==> src/isr_pkg.sv <==
// Shared constants and types for the SPI status and configuration register bank.
// Assumes a 25 MHz device clock and 16-bit SPI words with the address in the upper byte.
package isr_pkg;

  // Clock and timing
  localparam int CLK_HZ            = 25_000_000;
  localparam int CLK_PERIOD_NS     = 40;
  localparam int BASE_RATE_HZ      = 200;
  localparam int BASE_TICK_CYCLES  = CLK_HZ / BASE_RATE_HZ;
  localparam int DRDY_PULSE_NS     = 5000;
  localparam int DRDY_PULSE_CYCLES = (DRDY_PULSE_NS + CLK_PERIOD_NS - 1) / CLK_PERIOD_NS;

  // Register addresses (7-bit, write flag stripped)
  localparam logic [6:0] ADDR_CHIP1_FAULTS = 7'h1d;
  localparam logic [6:0] ADDR_CHIP2_FAULTS = 7'h1e;
  localparam logic [6:0] ADDR_CHIP3_FAULTS = 7'h1f;
  localparam logic [6:0] ADDR_DRDY_OPTIONS = 7'h34;
  localparam logic [6:0] ADDR_CADENCE      = 7'h37;
  localparam logic [6:0] ADDR_SMOOTHING    = 7'h38;
  localparam logic [6:0] ADDR_GYRO_SPAN    = 7'h39;
  localparam logic [6:0] ADDR_HEALTH       = 7'h3c;
  localparam logic [6:0] ADDR_AXIS_MAP_HI  = 7'h74;
  localparam logic [6:0] ADDR_AXIS_MAP_LO  = 7'h75;

  // Command word layout
  localparam int CMD_WRITE_BIT = 15;
  localparam int CMD_ADDR_LSB  = 8;

  // Health flags fields
  localparam int HF_ACC_FAIL_LSB  = 13;
  localparam int HF_GYRO_FAIL_LSB = 10;
  localparam int HF_SELFTEST_BIT  = 5;
  localparam int HF_GYRO_OVR_BIT  = 4;
  localparam int HF_ACC_OVR_BIT   = 3;

  // Per-chip fault register fields
  localparam int FLT_ACC_LSB  = 0;
  localparam int FLT_GYRO_LSB = 3;

  // Data-ready options fields
  localparam int DRDY_EN_BIT  = 2;
  localparam int DRDY_POL_BIT = 1;

  // Reset values
  localparam logic [15:0] HEALTH_RESET    = 16'h0000;
  localparam logic [7:0]  DRDY_RESET      = 8'h04;
  localparam logic [7:0]  CADENCE_RESET   = 8'h01;
  localparam logic [7:0]  SMOOTHING_RESET = 8'h06;
  localparam logic [7:0]  SPAN_RESET      = 8'h02;
  localparam logic [15:0] AXIS_MAP_RESET  = 16'h0000;

  // Gyro span codes and over-range limits in 0.1 deg/s
  localparam logic [7:0]  SPAN_62   = 8'h01;
  localparam logic [7:0]  SPAN_125  = 8'h02;
  localparam logic [7:0]  SPAN_250  = 8'h04;
  localparam logic [7:0]  SPAN_500  = 8'h08;
  localparam logic [7:0]  SPAN_1000 = 8'h10;
  localparam logic [15:0] OVR_LIMIT_62   = 16'h0271;
  localparam logic [15:0] OVR_LIMIT_125  = 16'h04e2;
  localparam logic [15:0] OVR_LIMIT_250  = 16'h0898;
  localparam logic [15:0] OVR_LIMIT_500  = 16'h1130;
  localparam logic [15:0] OVR_LIMIT_1000 = 16'h19c8;

  // Width of internal counters
  localparam int BASE_CNT_W  = 24;
  localparam int PULSE_CNT_W = 8;

  // Health inputs of one redundant sensor chip
  typedef struct packed {
    logic acc_fail;
    logic gyro_fail;
    logic chip_gyro_z_fault;
    logic chip_gyro_y_fault;
    logic chip_gyro_x_fault;
    logic chip_acc_z_fault;
    logic chip_acc_y_fault;
    logic chip_acc_x_fault;
  } isr_chip_health_t;

  // One received SPI word
  typedef struct packed {
    logic        valid;
    logic [15:0] word;
  } isr_spi_word_t;

  // State of the SPI shifter
  typedef struct packed {
    logic [1:0]  cs_sync;
    logic [1:0]  sclk_sync;
    logic [1:0]  mosi_sync;
    logic        sclk_prev;
    logic [3:0]  bit_count;
    logic [15:0] rx_shift;
    logic [15:0] tx_shift;
    isr_spi_word_t rx;
    logic        miso;
    logic        miso_oe;
  } isr_spi_state_t;

  // State of the register bank
  typedef struct packed {
    logic [2:0][5:0]        faults;
    logic [15:0]            health;
    logic [2:0]             acc_use;
    logic [2:0]             gyro_use;
    logic [7:0]             drdy_opts;
    logic [7:0]             cadence;
    logic [7:0]             smoothing;
    logic [7:0]             span;
    logic [7:0]             axis_hi_pend;
    logic                   axis_pending;
    logic [15:0]            axis_map;
    logic [15:0]            tx_word;
    logic [BASE_CNT_W-1:0]  base_count;
    logic [7:0]             tick_count;
    logic [PULSE_CNT_W-1:0] pulse_count;
    logic                   drdy_level;
    logic                   sample_tick;
  } isr_main_state_t;

endpackage

==> src/isr_spi_shifter.sv <==
// SPI slave shifter: 16-bit words, clock idles high, data driven on falling, sampled on rising.
// Assumes SCLK half period of at least four device clocks; pins are asynchronous to sys_clk_in.
`timescale 1ns/1ps
module isr_spi_shifter
  import isr_pkg::*;
(
  input  wire logic          sys_clk_in,
  input  wire logic          reset_in,
  input  wire logic          clk_en_in,
  input  wire logic          spi_cs_n_in,
  input  wire logic          spi_sclk_in,
  input  wire logic          spi_mosi_in,
  input  wire logic [15:0]   tx_word_in,
  output isr_spi_word_t      rx_out,
  output logic               spi_miso_out,
  output logic               spi_miso_oe_out
);

  isr_spi_state_t s;
  isr_spi_state_t next_s;

  // Next-state logic of the shifter
  always_comb
  begin
    next_s           = s;
    next_s.cs_sync   = {s.cs_sync[0], spi_cs_n_in};
    next_s.sclk_sync = {s.sclk_sync[0], spi_sclk_in};
    next_s.mosi_sync = {s.mosi_sync[0], spi_mosi_in};
    next_s.sclk_prev = s.sclk_sync[1];
    next_s.rx.valid  = 1'b0;
    if (s.cs_sync[1])
    begin
      // Deselected: release MISO and drop any partial word
      next_s.miso_oe   = 1'b0;
      next_s.bit_count = 4'h0;
    end
    else
    begin
      next_s.miso_oe = 1'b1;
      if (!s.sclk_prev && s.sclk_sync[1])
      begin
        // Rising edge: sample MOSI
        next_s.rx_shift = {s.rx_shift[14:0], s.mosi_sync[1]};
        if (s.bit_count == 4'hf)
        begin
          next_s.rx.valid = 1'b1;
          next_s.rx.word  = {s.rx_shift[14:0], s.mosi_sync[1]};
        end
        next_s.bit_count = s.bit_count + 4'h1;
      end
      else if (s.sclk_prev && !s.sclk_sync[1])
      begin
        // Falling edge: first of a word loads reply, others shift
        if (s.bit_count == 4'h0)
        begin
          next_s.tx_shift = tx_word_in;
          next_s.miso     = tx_word_in[15];
        end
        else
        begin
          next_s.tx_shift = {s.tx_shift[14:0], 1'b0};
          next_s.miso     = s.tx_shift[14];
        end
      end
    end
  end

  // State register
  always_ff @(posedge sys_clk_in)
  begin
    if (reset_in)
    begin
      s <= '{cs_sync: 2'h3, sclk_sync: 2'h3, mosi_sync: 2'h0, sclk_prev: 1'b1, bit_count: 4'h0,
             rx_shift: 16'h0000, tx_shift: 16'h0000, rx: '0, miso: 1'b0, miso_oe: 1'b0};
    end
    else if (clk_en_in)
    begin
      s <= next_s;
    end
  end

  assign rx_out          = s.rx;
  assign spi_miso_out    = s.miso;
  assign spi_miso_oe_out = s.miso_oe;

endmodule // isr_spi_shifter

==> src/isr_regs_top.sv <==
// Status and configuration register bank of a triple-redundant inertial unit, reached over SPI.
// Assumes fault, self-test, over-range and rate magnitude inputs come from logic on sys_clk_in.
`timescale 1ns/1ps

module isr_regs_top
  import isr_pkg::*;
#(
  parameter int BASE_TICK_CYCLES_P = BASE_TICK_CYCLES
)
(
  input  wire logic                  sys_clk_in,
  input  wire logic                  reset_in,
  input  wire logic                  clk_en_in,
  input  wire logic                  spi_cs_n_in,
  input  wire logic                  spi_sclk_in,
  input  wire logic                  spi_mosi_in,
  output logic                       spi_miso_out,
  output logic                       spi_miso_oe_out,
  input  wire isr_chip_health_t [2:0] chip_health_in,
  input  wire logic                  self_test_fail_in,
  input  wire logic                  acc_over_range_in,
  input  wire logic [15:0]           gyro_rate_mag_in,
  output logic                       data_ready_out,
  output logic                       sample_tick_out,
  output logic [2:0]                 acc_use_mask_out,
  output logic [2:0]                 gyro_use_mask_out,
  output logic [7:0]                 output_cadence_setting_out,
  output logic [7:0]                 smoothing_out,
  output logic [7:0]                 gyro_span_select_out,
  output logic [15:0]                axis_map_out
);

  // Elaboration checks on the base tick
  if (BASE_TICK_CYCLES_P < 2 || BASE_TICK_CYCLES_P >= (1 << BASE_CNT_W))
  begin : g_bad_base
    $error("BASE_TICK_CYCLES_P out of range");
  end
  if (DRDY_PULSE_CYCLES >= BASE_TICK_CYCLES_P || DRDY_PULSE_CYCLES >= (1 << PULSE_CNT_W))
  begin : g_bad_pulse
    $error("Data-ready pulse does not fit the base period");
  end

  // Last base count, pulse length
  localparam logic [BASE_CNT_W-1:0]  BASE_LAST  = BASE_CNT_W'(BASE_TICK_CYCLES_P - 1);
  localparam logic [PULSE_CNT_W-1:0] PULSE_LEN  = PULSE_CNT_W'(DRDY_PULSE_CYCLES);

  // Bank state and received word
  isr_main_state_t s;
  isr_main_state_t next_s;
  isr_spi_word_t   rx;

  // Base ticks per data-ready event for a cadence code; zero means suppressed
  function automatic logic [7:0] cadence_divisor(input logic [7:0] code);
    case (code)
      8'h01:        cadence_divisor = 8'h01;
      8'h02:        cadence_divisor = 8'h02;
      8'h03:        cadence_divisor = 8'h04;
      8'h04:        cadence_divisor = 8'h08;
      8'h05:        cadence_divisor = 8'h0a;
      8'h06:        cadence_divisor = 8'h14;
      8'h07:        cadence_divisor = 8'h28;
      8'h08:        cadence_divisor = 8'h32;
      8'h09:        cadence_divisor = 8'h64;
      8'h0a, 8'h10: cadence_divisor = 8'hc8;
      default:      cadence_divisor = 8'h00;
    endcase
  endfunction

  // Over-range limit for a gyro span code
  function automatic logic [15:0] span_limit(input logic [7:0] code);
    case (code)
      SPAN_62:   span_limit = OVR_LIMIT_62;
      SPAN_250:  span_limit = OVR_LIMIT_250;
      SPAN_500:  span_limit = OVR_LIMIT_500;
      SPAN_1000: span_limit = OVR_LIMIT_1000;
      default:   span_limit = OVR_LIMIT_125;
    endcase
  endfunction

  // True for a span code the unit supports
  function automatic logic span_valid(input logic [7:0] code);
    span_valid = (code == SPAN_62) || (code == SPAN_125) || (code == SPAN_250) ||
                 (code == SPAN_500) || (code == SPAN_1000);
  endfunction

  // Content of one byte register; unmapped bytes read zero
  function automatic logic [7:0] reg_byte(input logic [6:0] addr, input isr_main_state_t st);
    case (addr)
      ADDR_DRDY_OPTIONS: reg_byte = st.drdy_opts;
      ADDR_CADENCE:      reg_byte = st.cadence;
      ADDR_SMOOTHING:    reg_byte = st.smoothing;
      ADDR_GYRO_SPAN:    reg_byte = st.span;
      default:           reg_byte = 8'h00;
    endcase
  endfunction

  // Reply word for a read command
  function automatic logic [15:0] read_word(input logic [6:0] addr, input isr_main_state_t st);
    case (addr)
      ADDR_CHIP1_FAULTS: read_word = {10'h000, st.faults[0]};
      ADDR_CHIP2_FAULTS: read_word = {10'h000, st.faults[1]};
      ADDR_CHIP3_FAULTS: read_word = {10'h000, st.faults[2]};
      ADDR_HEALTH:       read_word = st.health;
      ADDR_AXIS_MAP_HI:  read_word = st.axis_map;
      default:           read_word = {reg_byte(addr + 7'h01, st), reg_byte(addr, st)};
    endcase
  endfunction

  // SPI pins and word framing
  isr_spi_shifter u_spi (
    .sys_clk_in      (sys_clk_in),
    .reset_in        (reset_in),
    .clk_en_in       (clk_en_in),
    .spi_cs_n_in     (spi_cs_n_in),
    .spi_sclk_in     (spi_sclk_in),
    .spi_mosi_in     (spi_mosi_in),
    .tx_word_in      (s.tx_word),
    .rx_out          (rx),
    .spi_miso_out    (spi_miso_out),
    .spi_miso_oe_out (spi_miso_oe_out)
  );

  // Next-state logic of the register bank
  always_comb
  begin
    // Command fields, working values
    logic [6:0]  cmd_addr;
    logic [7:0]  cmd_data;
    logic        cmd_write;
    logic [2:0]  acc_failed;
    logic [2:0]  gyro_failed;
    logic        base_tick;
    logic        cadence_tick;
    logic [7:0]  divisor;
    logic        drdy_active;

    next_s      = s;
    cmd_addr    = rx.word[CMD_WRITE_BIT-1:CMD_ADDR_LSB];
    cmd_data    = rx.word[CMD_ADDR_LSB-1:0];
    cmd_write   = rx.word[CMD_WRITE_BIT];
    acc_failed  = 3'h0;
    gyro_failed = 3'h0;
    base_tick   = 1'b0;
    cadence_tick = 1'b0;
    divisor     = 8'h00;
    drdy_active = 1'b0;

    // Per-chip fault words; a failed sensor type drops all its axes
    // Chip c+1 sits at index c
    for (int c = 0; c < 3; c++)
    begin
      acc_failed[c]  = chip_health_in[c].acc_fail | chip_health_in[c].chip_acc_x_fault |
                       chip_health_in[c].chip_acc_y_fault | chip_health_in[c].chip_acc_z_fault;
      gyro_failed[c] = chip_health_in[c].gyro_fail | chip_health_in[c].chip_gyro_x_fault |
                       chip_health_in[c].chip_gyro_y_fault | chip_health_in[c].chip_gyro_z_fault;
      next_s.faults[c][FLT_ACC_LSB +: 3] =
        {chip_health_in[c].chip_acc_z_fault, chip_health_in[c].chip_acc_y_fault,
         chip_health_in[c].chip_acc_x_fault} | {3{chip_health_in[c].acc_fail}};
      next_s.faults[c][FLT_GYRO_LSB +: 3] =
        {chip_health_in[c].chip_gyro_z_fault, chip_health_in[c].chip_gyro_y_fault,
         chip_health_in[c].chip_gyro_x_fault} | {3{chip_health_in[c].gyro_fail}};
    end

    // Combining masks: each sensor type excludes only its own failed chips
    next_s.acc_use  = ~acc_failed;
    next_s.gyro_use = ~gyro_failed;

    // Health flags word; reserved and unused bits stay zero
    // Live levels, not sticky
    next_s.health                              = 16'h0000;
    next_s.health[HF_ACC_FAIL_LSB +: 3]        = acc_failed;
    next_s.health[HF_GYRO_FAIL_LSB +: 3]       = gyro_failed;
    next_s.health[HF_SELFTEST_BIT]             = self_test_fail_in;
    next_s.health[HF_GYRO_OVR_BIT]             = gyro_rate_mag_in > span_limit(s.span);
    next_s.health[HF_ACC_OVR_BIT]              = acc_over_range_in;

    // Command decode
    // Word framed by the shifter
    if (rx.valid)
    begin
      if (cmd_write)
      begin
        // One byte per write command; any write breaks a pending axis-map pair
        next_s.axis_pending = 1'b0;
        case (cmd_addr)
          ADDR_DRDY_OPTIONS:
          begin
            // Keep enable, polarity only
            next_s.drdy_opts                = 8'h00;
            next_s.drdy_opts[DRDY_EN_BIT]   = cmd_data[DRDY_EN_BIT];
            next_s.drdy_opts[DRDY_POL_BIT]  = cmd_data[DRDY_POL_BIT];
          end
          ADDR_CADENCE:
          begin
            // Restarts the divider unless a base tick in the same cycle advances it
            next_s.cadence    = cmd_data;
            next_s.tick_count = 8'h00;
          end
          ADDR_SMOOTHING:
          begin
            next_s.smoothing = cmd_data;
          end
          ADDR_GYRO_SPAN:
          begin
            // Unknown span codes dropped
            if (span_valid(cmd_data))
            begin
              next_s.span = cmd_data;
            end
          end
          ADDR_AXIS_MAP_HI:
          begin
            // Waits for the low byte
            next_s.axis_hi_pend = cmd_data;
            next_s.axis_pending = 1'b1;
          end
          ADDR_AXIS_MAP_LO:
          begin
            // Low byte only takes effect if no write and no 0x74 read came after the high byte
            if (s.axis_pending)
            begin
              next_s.axis_map = {s.axis_hi_pend, cmd_data};
            end
          end
          default:
          begin
            // Unlisted address: no effect beyond breaking a pending axis-map pair
            next_s.axis_pending = 1'b0;
          end
        endcase
      end
      else
      begin
        // Read: reply goes out in the next word; reading 0x74 cancels a pending pair
        next_s.tx_word = read_word(cmd_addr, s);
        if (cmd_addr == ADDR_AXIS_MAP_HI)
        begin
          next_s.axis_pending = 1'b0;
        end
      end
    end

    // 200 Hz base tick
    // Free running from reset
    base_tick = (s.base_count == BASE_LAST);
    if (base_tick)
    begin
      next_s.base_count = '0;
    end
    else
    begin
      next_s.base_count = s.base_count + BASE_CNT_W'(1);
    end

    // Cadence divider on top of the base tick
    // Divisor zero means no ticks
    divisor      = cadence_divisor(s.cadence);
    cadence_tick = 1'b0;
    if (base_tick && (divisor != 8'h00))
    begin
      if (s.tick_count + 8'h01 >= divisor)
      begin
        cadence_tick      = 1'b1;
        next_s.tick_count = 8'h00;
      end
      else
      begin
        next_s.tick_count = s.tick_count + 8'h01;
      end
    end
    next_s.sample_tick = cadence_tick;

    // Data-ready pulse length
    // Reloaded by each cadence tick
    if (cadence_tick)
    begin
      next_s.pulse_count = PULSE_LEN;
    end
    else if (s.pulse_count != '0)
    begin
      next_s.pulse_count = s.pulse_count - PULSE_CNT_W'(1);
    end
    drdy_active = (next_s.pulse_count != '0);

    // Pin level: disabled pin rests at its inactive level
    next_s.drdy_level = (next_s.drdy_opts[DRDY_EN_BIT] && drdy_active) ?
                        next_s.drdy_opts[DRDY_POL_BIT] :
                        ~next_s.drdy_opts[DRDY_POL_BIT];
  end

  // State register with reset defaults and clock enable
  always_ff @(posedge sys_clk_in)
  begin
    if (reset_in)
    begin
      // Unnamed fields clear to zero
      s              <= '0;
      s.health       <= HEALTH_RESET;
      s.acc_use      <= 3'h7;
      s.gyro_use     <= 3'h7;
      s.drdy_opts    <= DRDY_RESET;
      s.cadence      <= CADENCE_RESET;
      s.smoothing    <= SMOOTHING_RESET;
      s.span         <= SPAN_RESET;
      s.axis_map     <= AXIS_MAP_RESET;
      s.drdy_level   <= 1'b1;
    end
    else if (clk_en_in)
    begin
      s <= next_s;
    end
  end

  // Outputs straight from the state register
  assign data_ready_out             = s.drdy_level;
  assign sample_tick_out            = s.sample_tick;
  assign acc_use_mask_out           = s.acc_use;
  assign gyro_use_mask_out          = s.gyro_use;
  assign output_cadence_setting_out = s.cadence;
  assign smoothing_out              = s.smoothing;
  assign gyro_span_select_out       = s.span;
  assign axis_map_out               = s.axis_map;

endmodule // isr_regs_top

==> config.mk <==
export PLATFORM = sky130hd
export DESIGN_NAME = isr_regs_top
export DESIGN_NICKNAME = d
export VERILOG_FILES = /design/src/isr_pkg.sv /design/src/isr_spi_shifter.sv /design/src/isr_regs_top.sv
export SDC_FILE = /design/constraint.sdc
export NUM_CORES = 1
export LEC_CHECK = 0
export BUFFER_PORTS_ARGS = -buffer_cell sky130_fd_sc_hd__buf_2
export CORE_ASPECT_RATIO = 1.75
export CORE_UTILIZATION = 52
export CTS_CLUSTER_DIAMETER = 80
export DETAILED_ROUTE_END_ITERATION = 8
export PLACE_DENSITY_LB_ADDON = 0.2
export SETUP_SLACK_MARGIN = 0.3
export SLEW_MARGIN = 20
export SYNTH_ARGS = -nofsm -noshare
export SYNTH_HDL_FRONTEND = slang
export SYNTH_SLANG_ARGS = --single-unit
==> constraint.sdc <==
create_clock -name sys_clk_in -period 8.6 [get_ports sys_clk_in]
set_clock_uncertainty 0.1 [all_clocks]
set_input_delay 0.86 -clock sys_clk_in [delete_from_list [all_inputs] [get_ports sys_clk_in]]
set_output_delay 0.86 -clock sys_clk_in [all_outputs]
set_load 0.005 [all_outputs]
==> reports/qor.txt, run 1 <==
PLACEMENT
--------------------------------------------------------------------------------
Estimated wirelength of the detail-placed design ..................      19.1 mm
Placement-stage cell area .........................................    10500 um2
PortBufs ..........................................................           97
Final GP Congestion ...............................................        0.886

CRITICAL PATH
--------------------------------------------------------------------------------
Highest net fanout along the worst path ...........................            9
Category of the most critical setup path ..........................      reg2reg
CP startpoint kind ................................................         flop
WP data arrival ...................................................      3.69 ns
Startpoint of the worst setup timing path .........................        s[12]
Cell depth of the worst flop-to-flop path .........................           10
Critical path endpoint ............................................         s[2]
Data required time at the worst endpoint ..........................      8.91 ns
Crit. End Element .................................................         flop
Launch point of the worst reg-to-reg path .........................        s[12]
R2R setup slack ...................................................      5.22 ns
Capturing point of the worst reg2reg path .........................         s[2]

CELLS AND AREA
--------------------------------------------------------------------------------
Nets ..............................................................         1293
Antenna Cells .....................................................            0
Fraction of final layout cells with drive strength greater than 1 .        0.137
Cell area after layout ............................................    11100 um2
Synthesis-to-layout area growth ...................................        8.23%
Layout fillers ....................................................         1751

GLOBAL ROUTING
--------------------------------------------------------------------------------
Met1 track demand over resource ...................................        0.294
Met3 usage ........................................................       0.0330
First-pass GRT wire length ........................................      42.8 mm
Initial antenna violation count ...................................            0
Tot GR Track Use ..................................................        0.265
Gr busiest metal ..................................................         met2
Maximum number of pins on one net before global-route repair ......          113
Overall overflow remaining after global route .....................            0
Met2 capacity usage during global routing .........................        0.484
Number of global-route vias before repair .........................         8266

LOGIC SYNTHESIS
--------------------------------------------------------------------------------
Cell taking the most area after synthesis .........................      dfxtp_1
Register area share after synthesis ...............................        0.409
Adder and majority gate portion of the synthesized area ...........       0.0365
Area share of xor/xnor cells in the synthesized design ............       0.0289
Area share of the largest cell type after synthesis ...............        0.409
Asr flop ratio synth ..............................................            0
Synthesized-area fraction occupied by and/or/nand/nor cells .......        0.223
Total number of yosys warnings ....................................            0
Most common flop cell mapped by yosys .............................      dfxtp_1
Top area cells in the synthesized netlist ......................... dfxtp_1, mux2i_1, nor2_1
Synth Instances ...................................................         1208
Synthesized area divided by synthesized cell count ................     8.52 um2
Most numerous cell types in the synthesized netlist ............... dfxtp_1, nor2_1, nand2_1
Mapped Nets .......................................................         1286
Most instantiated library cell after synthesis ....................      dfxtp_1
Cell area after technology mapping ................................    10300 um2
Number of enable-type register cells in the synthesized netlist ...            0
Compound-Gate Fraction of Synth Area ..............................        0.157
Cell variety after synth ..........................................           76
Proportion of synthesized area in mux cells .......................       0.0721
Combinational family with the most area after synthesis ........... simple AND/OR/NAND/NOR gates
Number of register bits inferred by synthesis .....................          210

RUN
--------------------------------------------------------------------------------
Max-Cap Viols .....................................................            0

DRT
--------------------------------------------------------------------------------
Post-route antenna net violation count ............................            0
TritonRoute pass-1 iters ..........................................            7
Wire length per cell ..............................................      18.1 um
Iteration-0 DRC Markers ...........................................          606
Wire length reported by the detailed router .......................      26.6 mm
Ratio of routed vias to standard cells ............................         5.84
# DRC .............................................................            0
Via total after detailed routing ..................................         8575

CLOCK TREE
--------------------------------------------------------------------------------
Buffer type at the clock tree root ................................    clkbuf_16
CTS H-tree lvls ...................................................            1
TritonCTS clock tree ..............................................        built
Clock insertion delay at the later pin of the skew report .........      0.50 ns
Buffer count from post-CTS setup fixing ...........................            0
Number of gates resized after cts .................................            0
CTS Hold Buffers Added ............................................            0
CTS sink cnt ......................................................          210
Longest Clk Path Bufs .............................................            3
Number of buffers added by the clock tree synthesis step ..........           19
Clk slew on worst S/H paths .......................................      0.06 ns

DIE
--------------------------------------------------------------------------------
Overall die area ..................................................    20400 um2
Initial Util ......................................................        0.534
Die width .........................................................       108 um
Number of standard-cell rows in the floorplan .....................           67
CORE AREA .........................................................    19300 um2
Die Y-Extent ......................................................       188 um
IO Pins ...........................................................           98

TIMING
--------------------------------------------------------------------------------
Transition at the pin with the smallest max-transition slack ......     0.873 ns
Fmax achieved .....................................................      296 MHz
Final critical-path share of the clock period .....................        0.393
Count of final setup violators ....................................            0
Pins over their slew limit ........................................            0
Setup repair after global routing missed its margin ...............           no
Final-layout setup total negative slack ...........................         0 ns
Hold violation count in the final report ..........................            0
Time the worst path needs with I/O delays and setup ...............      3.38 ns
Max-slew headroom .................................................        0.417

POWER
--------------------------------------------------------------------------------
PD cells ..........................................................   196 nW/um2
Combinational share of power ......................................        0.125
Design internal power .............................................    0.00164 W
NetSw .............................................................   0.000550 W
Worst IR drop on VDD ..............................................     0.176 mV
Lkg Pwr ...........................................................      4.40 nW
Sequential share of power .........................................        0.475
Sw frac ...........................................................        0.251
Relative contribution of the clock network to total power .........        0.400

STATUS
--------------------------------------------------------------------------------
Status ............................................................ finished clean

MIN PATH
--------------------------------------------------------------------------------
Hold crit path type ...............................................      reg2reg

==> worst min-delay path by stage <==
stage / startpoint / end / slack, ns / depth (start not counted)
2_1_floorplan: s[136] / s[136] / 0.33 / 1
3_3_place_gp: s[55] / s[55] / 0.34 / 2
3_5_place_dp: acc_use_mask_out[0] / acc_use_mask_out[0] / 0.34 / 2
4_1_cts: acc_use_mask_out[0] / acc_use_mask_out[0] / 0.35 / 2
5_1_grt: s[53] / s[53] / 0.38 / 2
6_report: acc_use_mask_out[0] / acc_use_mask_out[0] / 0.35 / 2
==> cell families (layout without fill, tap and decap cells) <==
logic type / after synthesis / in the layout
buf+inv: 144 / 163
simple gates: 474 / 474
xor+xnor: 34 / 34
flops: 210 / 210
compound gates: 243 / 243
mux: 73 / 73
fa+ha+maj: 30 / 30
==> worst max-delay path: stages, from the launching register on <==
cell,delay [ns]
dfxtp_1,0.44
nand3_1,0.20
or2_2,0.39
nor2_1,0.14
xor2_1,0.22
ha_1,0.21
nand4_1,0.13
o31ai_1,0.64
and3_1,0.45
o21ai_1,0.12
a211oi_1,0.26
==> power groups by stage <==
stage                     Combinational (W)  Sequential [W]  Clock (W)
final                              0.000273         0.00104   0.000874
after CTS                          0.000275         0.00104   0.000892
after global routing               0.000310         0.00104   0.000932
after global placement             0.000269         0.00106          0
after floorplan                    0.000229         0.00104          0
after detailed placement           0.000274         0.00106          0
==> cells in the final DEF (no fill, tap or decap), types with 8 or more instances in the layout <==
master	n
nand2b_1	18
a222oi_1	8
a211o_1	8
nand3b_1	8
nor2b_1	17
a31oi_1	11
o21a_1	8
a21oi_1	74
nand3_1	36
mux2i_1	68
a221oi_1	9
nor4_1	8
buf_2	96
nor3_1	12
nand4_1	12
ha_1	30
and3_1	9
o21ai_0	31
nand2_1	133
xnor2_1	15
dfxtp_1	210
xor2_1	19
buf_4	10
a22oi_1	9
o22ai_1	17
a211oi_1	33
inv_1	23
and2_1	11
clkbuf_16	19
nor2_1	165
==> metrics by stage <==
step	hold WS [ns]	total power, W	instances	worst slack [ns]	utilization
2_1_floorplan	0.327	0.00127	1208	5.68	-
3_3_place_gp	0.338	0.00133	1435	4.87	0.544
3_5_place_dp	0.344	0.00133	1435	4.76	0.544
4_1_cts	0.353	0.00221	1468	5.25	0.577
5_1_grt	0.378	0.00229	1468	5.02	0.578
6_report	0.349	0.00219	1468	5.22	0.578
==> cell type report <==
type                    count  area [um2]  share of cell area
clock buffers              27         556              0.0499
clock inverters             6        83.8             0.00753
inverters                  23        86.3             0.00775
multi-input cells         854        5340               0.479
flip-flops and latches    210        4200               0.377
well taps                 241         302              0.0271
repair buffers            107         567              0.0509
==> sequential cells by signal, summed over array words and instances (netlist names), 3 cells and up, named ones only <==
signal	cells
gyro_span_select_out	8
gyro_use_mask_out	3
acc_use_mask_out	3
axis_map_out	16
smoothing_out	8
output_cadence_setting_out	8
s	94
u_spi.rx_out	17
u_spi.next_s	4
u_spi.s	37
==> routing by layer <==
metal,up-vias,routed length [um]
li1,4222,-
met1,4050,9990
met2,240,14000
met3,63,1210
met4,0,1390
met5,-,0
Power figures use the tool's default switching activity.
==> inputs of run 2 (changes only) <==
- clock period: 8.6 -> 3.4 ns (I/O delays scaled with it)
==> reports/qor.txt, run 2 (synthesized netlist as in run 1, its figures left out) <==
STATUS
-------------------------------------------------------------------------------------
Status ................................................................. finished clean

CELLS AND AREA
-------------------------------------------------------------------------------------
Most frequent standard cell in the layout excluding fill and tap cells .      dfxtp_1
Max FFs per register ...................................................           94
Layout fillers .........................................................         1749
Fraction of final layout cells with drive strength greater than 1 ......        0.148
Most used cells in the layout excluding fill and tap cells ............. dfxtp_1, nor2_1, nand2_1
Nets ...................................................................         1310
Synthesis-to-layout area growth ........................................        9.69%
Cell area after layout .................................................    11300 um2
Antenna Cells ..........................................................            0
Register ranked first by flip-flop count ...............................            s
Filler-free cell count of the finished design ..........................         1487

CLOCK TREE
-------------------------------------------------------------------------------------
CTS sink cnt ...........................................................          210
TritonCTS clock tree ...................................................        built
Number of buffers added by the clock tree synthesis step ...............           20
CTS H-tree lvls ........................................................            1
Clock insertion delay at the later pin of the skew report ..............      0.49 ns
Longest Clk Path Bufs ..................................................            3
Clk slew on worst S/H paths ............................................      0.06 ns
Buffer type at the clock tree root .....................................    clkbuf_16

MIN PATH
-------------------------------------------------------------------------------------
Depth of the worst hold-timing path ....................................            3
Start point of the worst min-delay path ................................ chip_health_in[16]
Hold crit path type ....................................................       in2reg

CRITICAL PATH
-------------------------------------------------------------------------------------
Category of the most critical setup path ...............................      reg2reg
Launch point of the worst reg-to-reg path ..............................        s[12]
Highest net fanout along the worst path ................................            9
Startpoint of the worst setup timing path ..............................        s[12]
Cell depth of the worst flop-to-flop path ..............................           11
Crit. End Element ......................................................         flop
R2R setup slack ........................................................      0.46 ns
Data required time at the worst endpoint ...............................      3.72 ns
WP data arrival ........................................................      3.26 ns
CP startpoint kind .....................................................         flop

TIMING
-------------------------------------------------------------------------------------
Max-slew headroom ......................................................        0.441
Transition at the pin with the smallest max-transition slack ...........     0.835 ns
Final-layout setup total negative slack ................................         0 ns
Count of final setup violators .........................................            0
WHS ....................................................................    0.0158 ns
Fmax achieved ..........................................................      340 MHz
Pins over their slew limit .............................................            0
Hold violation count in the final report ...............................            0
Time the worst path needs with I/O delays and setup ....................      2.94 ns
Final critical-path share of the clock period ..........................        0.864
Setup repair after global routing missed its margin ....................           no

PLACEMENT
-------------------------------------------------------------------------------------
Estimated wirelength of the detail-placed design .......................      19.4 mm
PortBufs ...............................................................           97
DP Cell Count ..........................................................         1447
Final GP Congestion ....................................................        0.912
Placement-stage cell area ..............................................    10600 um2

DRT
-------------------------------------------------------------------------------------
Ratio of routed vias to standard cells .................................         5.77
Via total after detailed routing .......................................         8579
TritonRoute pass-1 iters ...............................................            5
Wire length per cell ...................................................      17.9 um
Wire length reported by the detailed router ............................      26.7 mm
Iteration-0 DRC Markers ................................................          582
Post-route antenna net violation count .................................            0
# DRC ..................................................................            0

POWER
-------------------------------------------------------------------------------------
Worst IR drop on VDD ...................................................     0.434 mV
PD cells ...............................................................   489 nW/um2
Post-route total power .................................................    0.00552 W
Lkg Pwr ................................................................      4.48 nW

GLOBAL ROUTING
-------------------------------------------------------------------------------------
Number of global-route vias before repair ..............................         8341
Maximum number of pins on one net before global-route repair ...........          100
Initial antenna violation count ........................................            0
Overall overflow remaining after global route ..........................            0
First-pass GRT wire length .............................................      41.9 mm
Tot GR Track Use .......................................................        0.262

DIE
-------------------------------------------------------------------------------------
CORE AREA ..............................................................    19300 um2
IO Pins ................................................................           98
Die Y-Extent ...........................................................       188 um
Initial Util ...........................................................        0.534
Number of standard-cell rows in the floorplan ..........................           67
Overall die area .......................................................    20400 um2
Die width ..............................................................       108 um

RUN
-------------------------------------------------------------------------------------
Max-Cap Viols ..........................................................            0

## run 2: changes by cell type in the layout (fill, tap and decap cells not counted), sizes merged
cell | before | now
buf | 107 | 119
clkbuf | 27 | 32
inv | 24 | 23
clkinv | 3 | 4
bufinv | 2 | 0
dlygate4sd3 | 0 | 4
## run 2: final cells by class
type	instances	area (um2)	area share
multi-input cells	854	5350	0.474
flip-flops and latches	210	4210	0.373
clock buffers	32	617	0.0546
clock inverters	4	20.0	0.00177
well taps	241	302	0.0267
inverters	23	86.3	0.00765
repair buffers	123	706	0.0625
## run 2: worst paths after layout
path,to
worst max register to register,s[9]
worst max-delay path,s[9]
worst min-delay path,s[149]
worst min register to register,acc_use_mask_out[0]
## run 2: timing repair
item / CTS / global route
setup endpoints to repair: 1 / 10
setup buffers: 0 / 0
hold buffers: 4 / 0
hold endpoints to repair: 4 / 0
gates resized for setup: 1 / 4
## run 2: layer usage
layer  global-route usage  up-vias  wire, um  part of all wire
li1                     -     4243         -                 -
met3               0.0323       75      1090             0.041
met5                    0        -         0                 0
met1                0.275     4047     10200              0.38
met4                0.134        0      1320             0.050
met2                0.495      214     14100              0.53
## run 2: per-stage QoR
stage / setup WS (ns) / utilization
after floorplan: 0.591 / -
after global placement: 0.364 / 0.550
after detailed placement: 0.282 / 0.550
after CTS: 0.355 / 0.585
after global routing: 0.316 / 0.585
final: 0.462 / 0.585
## run 2: critical path, stage by stage (launching register included)
cell and delay [ns]:
dfxtp_2 0.38, nand3_2 0.13, or2_2 0.36, nor2_1 0.14, xor2_1 0.24, ha_1 0.30, a21oi_1 0.15, o21a_1 0.17
o31ai_2 0.11, and3_2 0.30, or3_1 0.35, a21oi_1 0.13
## run 2: where the power goes
part	internal (W)	switching [W]
sequential	0.00254	0.0000851
combinational	0.000311	0.000409
clock	0.00124	0.000926
total	0.00410	0.00142
==> inputs of run 3 (changes only) <==
- clock period: 3.4 -> 3.1 ns (I/O delays scaled with it)
==> reports/qor.txt, run 3 (synthesized netlist as in run 1, its figures left out) <==
PLACEMENT
-------------------------------------------------------------------------------------
PortBufs ...............................................................           97
Placement-stage cell area ..............................................    10600 um2
Estimated wirelength of the detail-placed design .......................      19.8 mm
Final GP Congestion ....................................................        0.907

GLOBAL ROUTING
-------------------------------------------------------------------------------------
Met3 usage .............................................................       0.0344
Maximum number of pins on one net before global-route repair ...........           61
Initial antenna violation count ........................................            0
Met1 track demand over resource ........................................        0.286
First-pass GRT wire length .............................................      43.1 mm
Gr busiest metal .......................................................         met2
Overall overflow remaining after global route ..........................            0
Number of global-route vias before repair ..............................         8554
Tot GR Track Use .......................................................        0.268
Met2 capacity usage during global routing ..............................        0.490

CELLS AND AREA
-------------------------------------------------------------------------------------
Register ranked first by flip-flop count ...............................            s
Cell area after layout .................................................    11600 um2
Antenna Cells ..........................................................            0
Synthesis-to-layout area growth ........................................        13.0%
Layout fillers .........................................................         1789
Most used cells in the layout excluding fill and tap cells ............. dfxtp_1, nor2_1, nand2_1
Nets ...................................................................         1330
Max FFs per register ...................................................           94
Fraction of final layout cells with drive strength greater than 1 ......        0.165
Register Area ..........................................................     4220 um2
Footprint of the multi-input gates .....................................     5430 um2
Most frequent standard cell in the layout excluding fill and tap cells .      dfxtp_1

TIMING
-------------------------------------------------------------------------------------
Max-slew headroom ......................................................        0.455
Final critical-path share of the clock period ..........................        0.880
Final-layout setup total negative slack ................................         0 ns
Fmax achieved ..........................................................      366 MHz
Pins over their slew limit .............................................            0
Transition at the pin with the smallest max-transition slack ...........     0.814 ns
Setup repair after global routing missed its margin ....................          yes
Hold violation count in the final report ...............................            0
Count of final setup violators .........................................            0
Time the worst path needs with I/O delays and setup ....................      2.73 ns

CRITICAL PATH
-------------------------------------------------------------------------------------
CP startpoint kind .....................................................         flop
Cells along the critical path .......................................... and4bb_4, and4_1, mux2i_1, nor2b_1, ha_1, or3_1, a21oi_1
Critical path's top delay family ....................................... simple AND/OR/NAND/NOR gates
Highest net fanout along the worst path ................................            6
WP data arrival ........................................................      3.05 ns
Slowest library cell on the worst path .................................       and4_1
Data required time at the worst endpoint ...............................      3.42 ns
Category of the most critical setup path ...............................      reg2reg
Crit. End Element ......................................................         flop
Largest stage delay on the critical path ...............................      0.43 ns
Number of buffers and inverters on the critical path ...................            0

CLOCK TREE
-------------------------------------------------------------------------------------
CTS H-tree lvls ........................................................            1
Longest Clk Path Bufs ..................................................            3
Buffer type at the clock tree root .....................................    clkbuf_16
Number of buffers added by the clock tree synthesis step ...............           20
TritonCTS clock tree ...................................................        built
CTS sink cnt ...........................................................          210
Clock insertion delay at the later pin of the skew report ..............      0.49 ns
Clk slew on worst S/H paths ............................................      0.06 ns

DRT
-------------------------------------------------------------------------------------
TritonRoute pass-1 iters ...............................................            5
Wire length per cell ...................................................      18.1 um
Via total after detailed routing .......................................         8752
# DRC ..................................................................            0
Post-route antenna net violation count .................................            0
Wire length reported by the detailed router ............................      27.2 mm
Ratio of routed vias to standard cells .................................         5.81
Iteration-0 DRC Markers ................................................          503

POWER
-------------------------------------------------------------------------------------
Relative contribution of the clock network to total power ..............        0.414
Sequential share of power ..............................................        0.454
Design internal power ..................................................    0.00474 W
Combinational share of power ...........................................        0.132
Worst IR drop on VDD ...................................................     0.470 mV
NetSw ..................................................................    0.00160 W
PD cells ...............................................................   545 nW/um2
Sw frac ................................................................        0.252
Lkg Pwr ................................................................      4.61 nW

DIE
-------------------------------------------------------------------------------------
Die width ..............................................................       108 um
Die Y-Extent ...........................................................       188 um
Number of standard-cell rows in the floorplan ..........................           67
CORE AREA ..............................................................    19300 um2
IO Pins ................................................................           98
Initial Util ...........................................................        0.534
Overall die area .......................................................    20400 um2

STATUS
-------------------------------------------------------------------------------------
Status ................................................................. finished clean

RUN
-------------------------------------------------------------------------------------
Max-Cap Viols ..........................................................            0

MIN PATH
-------------------------------------------------------------------------------------
Hold crit path type ....................................................       in2reg

-- run 3: cell count changes in the layout (fill, tap and decap cells not counted), sizes merged --
| cell | change |
|---|---|
| clkbuf | -2 |
| bufinv | +2 |
| dlygate4sd3 | +13 |
| buf | +7 |
-- run 3: power groups by stage --
| stage | sequential [W] | clock (W) | combinational [W] |
|---|---|---|---|
| 2_1_floorplan | 0.00290 | 0 | 0.000637 |
| 3_3_place_gp | 0.00294 | 0 | 0.000763 |
| 3_5_place_dp | 0.00294 | 0 | 0.000783 |
| 4_1_cts | 0.00288 | 0.00267 | 0.000803 |
| 5_1_grt | 0.00289 | 0.00278 | 0.000922 |
| 6_report | 0.00288 | 0.00263 | 0.000837 |
-- run 3: per-stage QoR --
step | worst slack, ns | hold WS [ns] | total power, W | std cells | util
2_1_floorplan | 0.319 | 0.327 | 0.00353 | 1208 | -
3_3_place_gp | 0.207 | 0.339 | 0.00370 | 1451 | 0.551
3_5_place_dp | 0.145 | 0.345 | 0.00372 | 1451 | 0.551
4_1_cts | 0.289 | 0.0874 | 0.00636 | 1505 | 0.599
5_1_grt | 0.245 | 0.120 | 0.00659 | 1507 | 0.603
6_report | 0.371 | 0.0995 | 0.00634 | 1507 | 0.603
-- run 3: final cells by class --
| type | instances | share of cell area |
|---|---|---|
| multi-input combinational | 854 | 0.467 |
| sequential | 210 | 0.363 |
| timing repair buffer | 143 | 0.0753 |
| clock buffer | 30 | 0.0550 |
| tap | 241 | 0.0259 |
| inverter | 23 | 0.00742 |
| clock inverter | 6 | 0.00688 |
-- run 3: per-layer routing --
metal	share of wire	routed length, um
met5	0	0
met4	0.061	1680
met2	0.52	14200
met1	0.38	10200
met3	0.040	1090
-- run 3: what timing repair did --
item,4_1_cts,5_1_grt
pin swaps,3,7
hold endpoints to repair,17,0
gates cloned,0,0
buffers inserted,1,2
hold buffers,17,0
resized for setup,7,17
endpoints found under the setup margin,16,17
-- run 3: worst min-delay path, delay by kind of cell --
| kind | cells | cell delay, ns |
|---|---|---|
| buffers and inverters | 1 | 0.08 |
| and+or+nand+nor | 2 | 0.19 |
| AOI/OAI and AO/OA | 1 | 0.07 |
-- run 3: worst paths after layout --
kind | endpoint | from | slack (ns) | cells past startpoint
max | flop | u_spi.rx_out[14] | 0.37 | 7
max reg2reg | flop | u_spi.rx_out[14] | 0.37 | 7
min reg2reg | gyro_use_mask_out[0] | gyro_use_mask_out[0] | 0.35 | 2
min | s[151] | chip_health_in[23] | 0.1 | 4
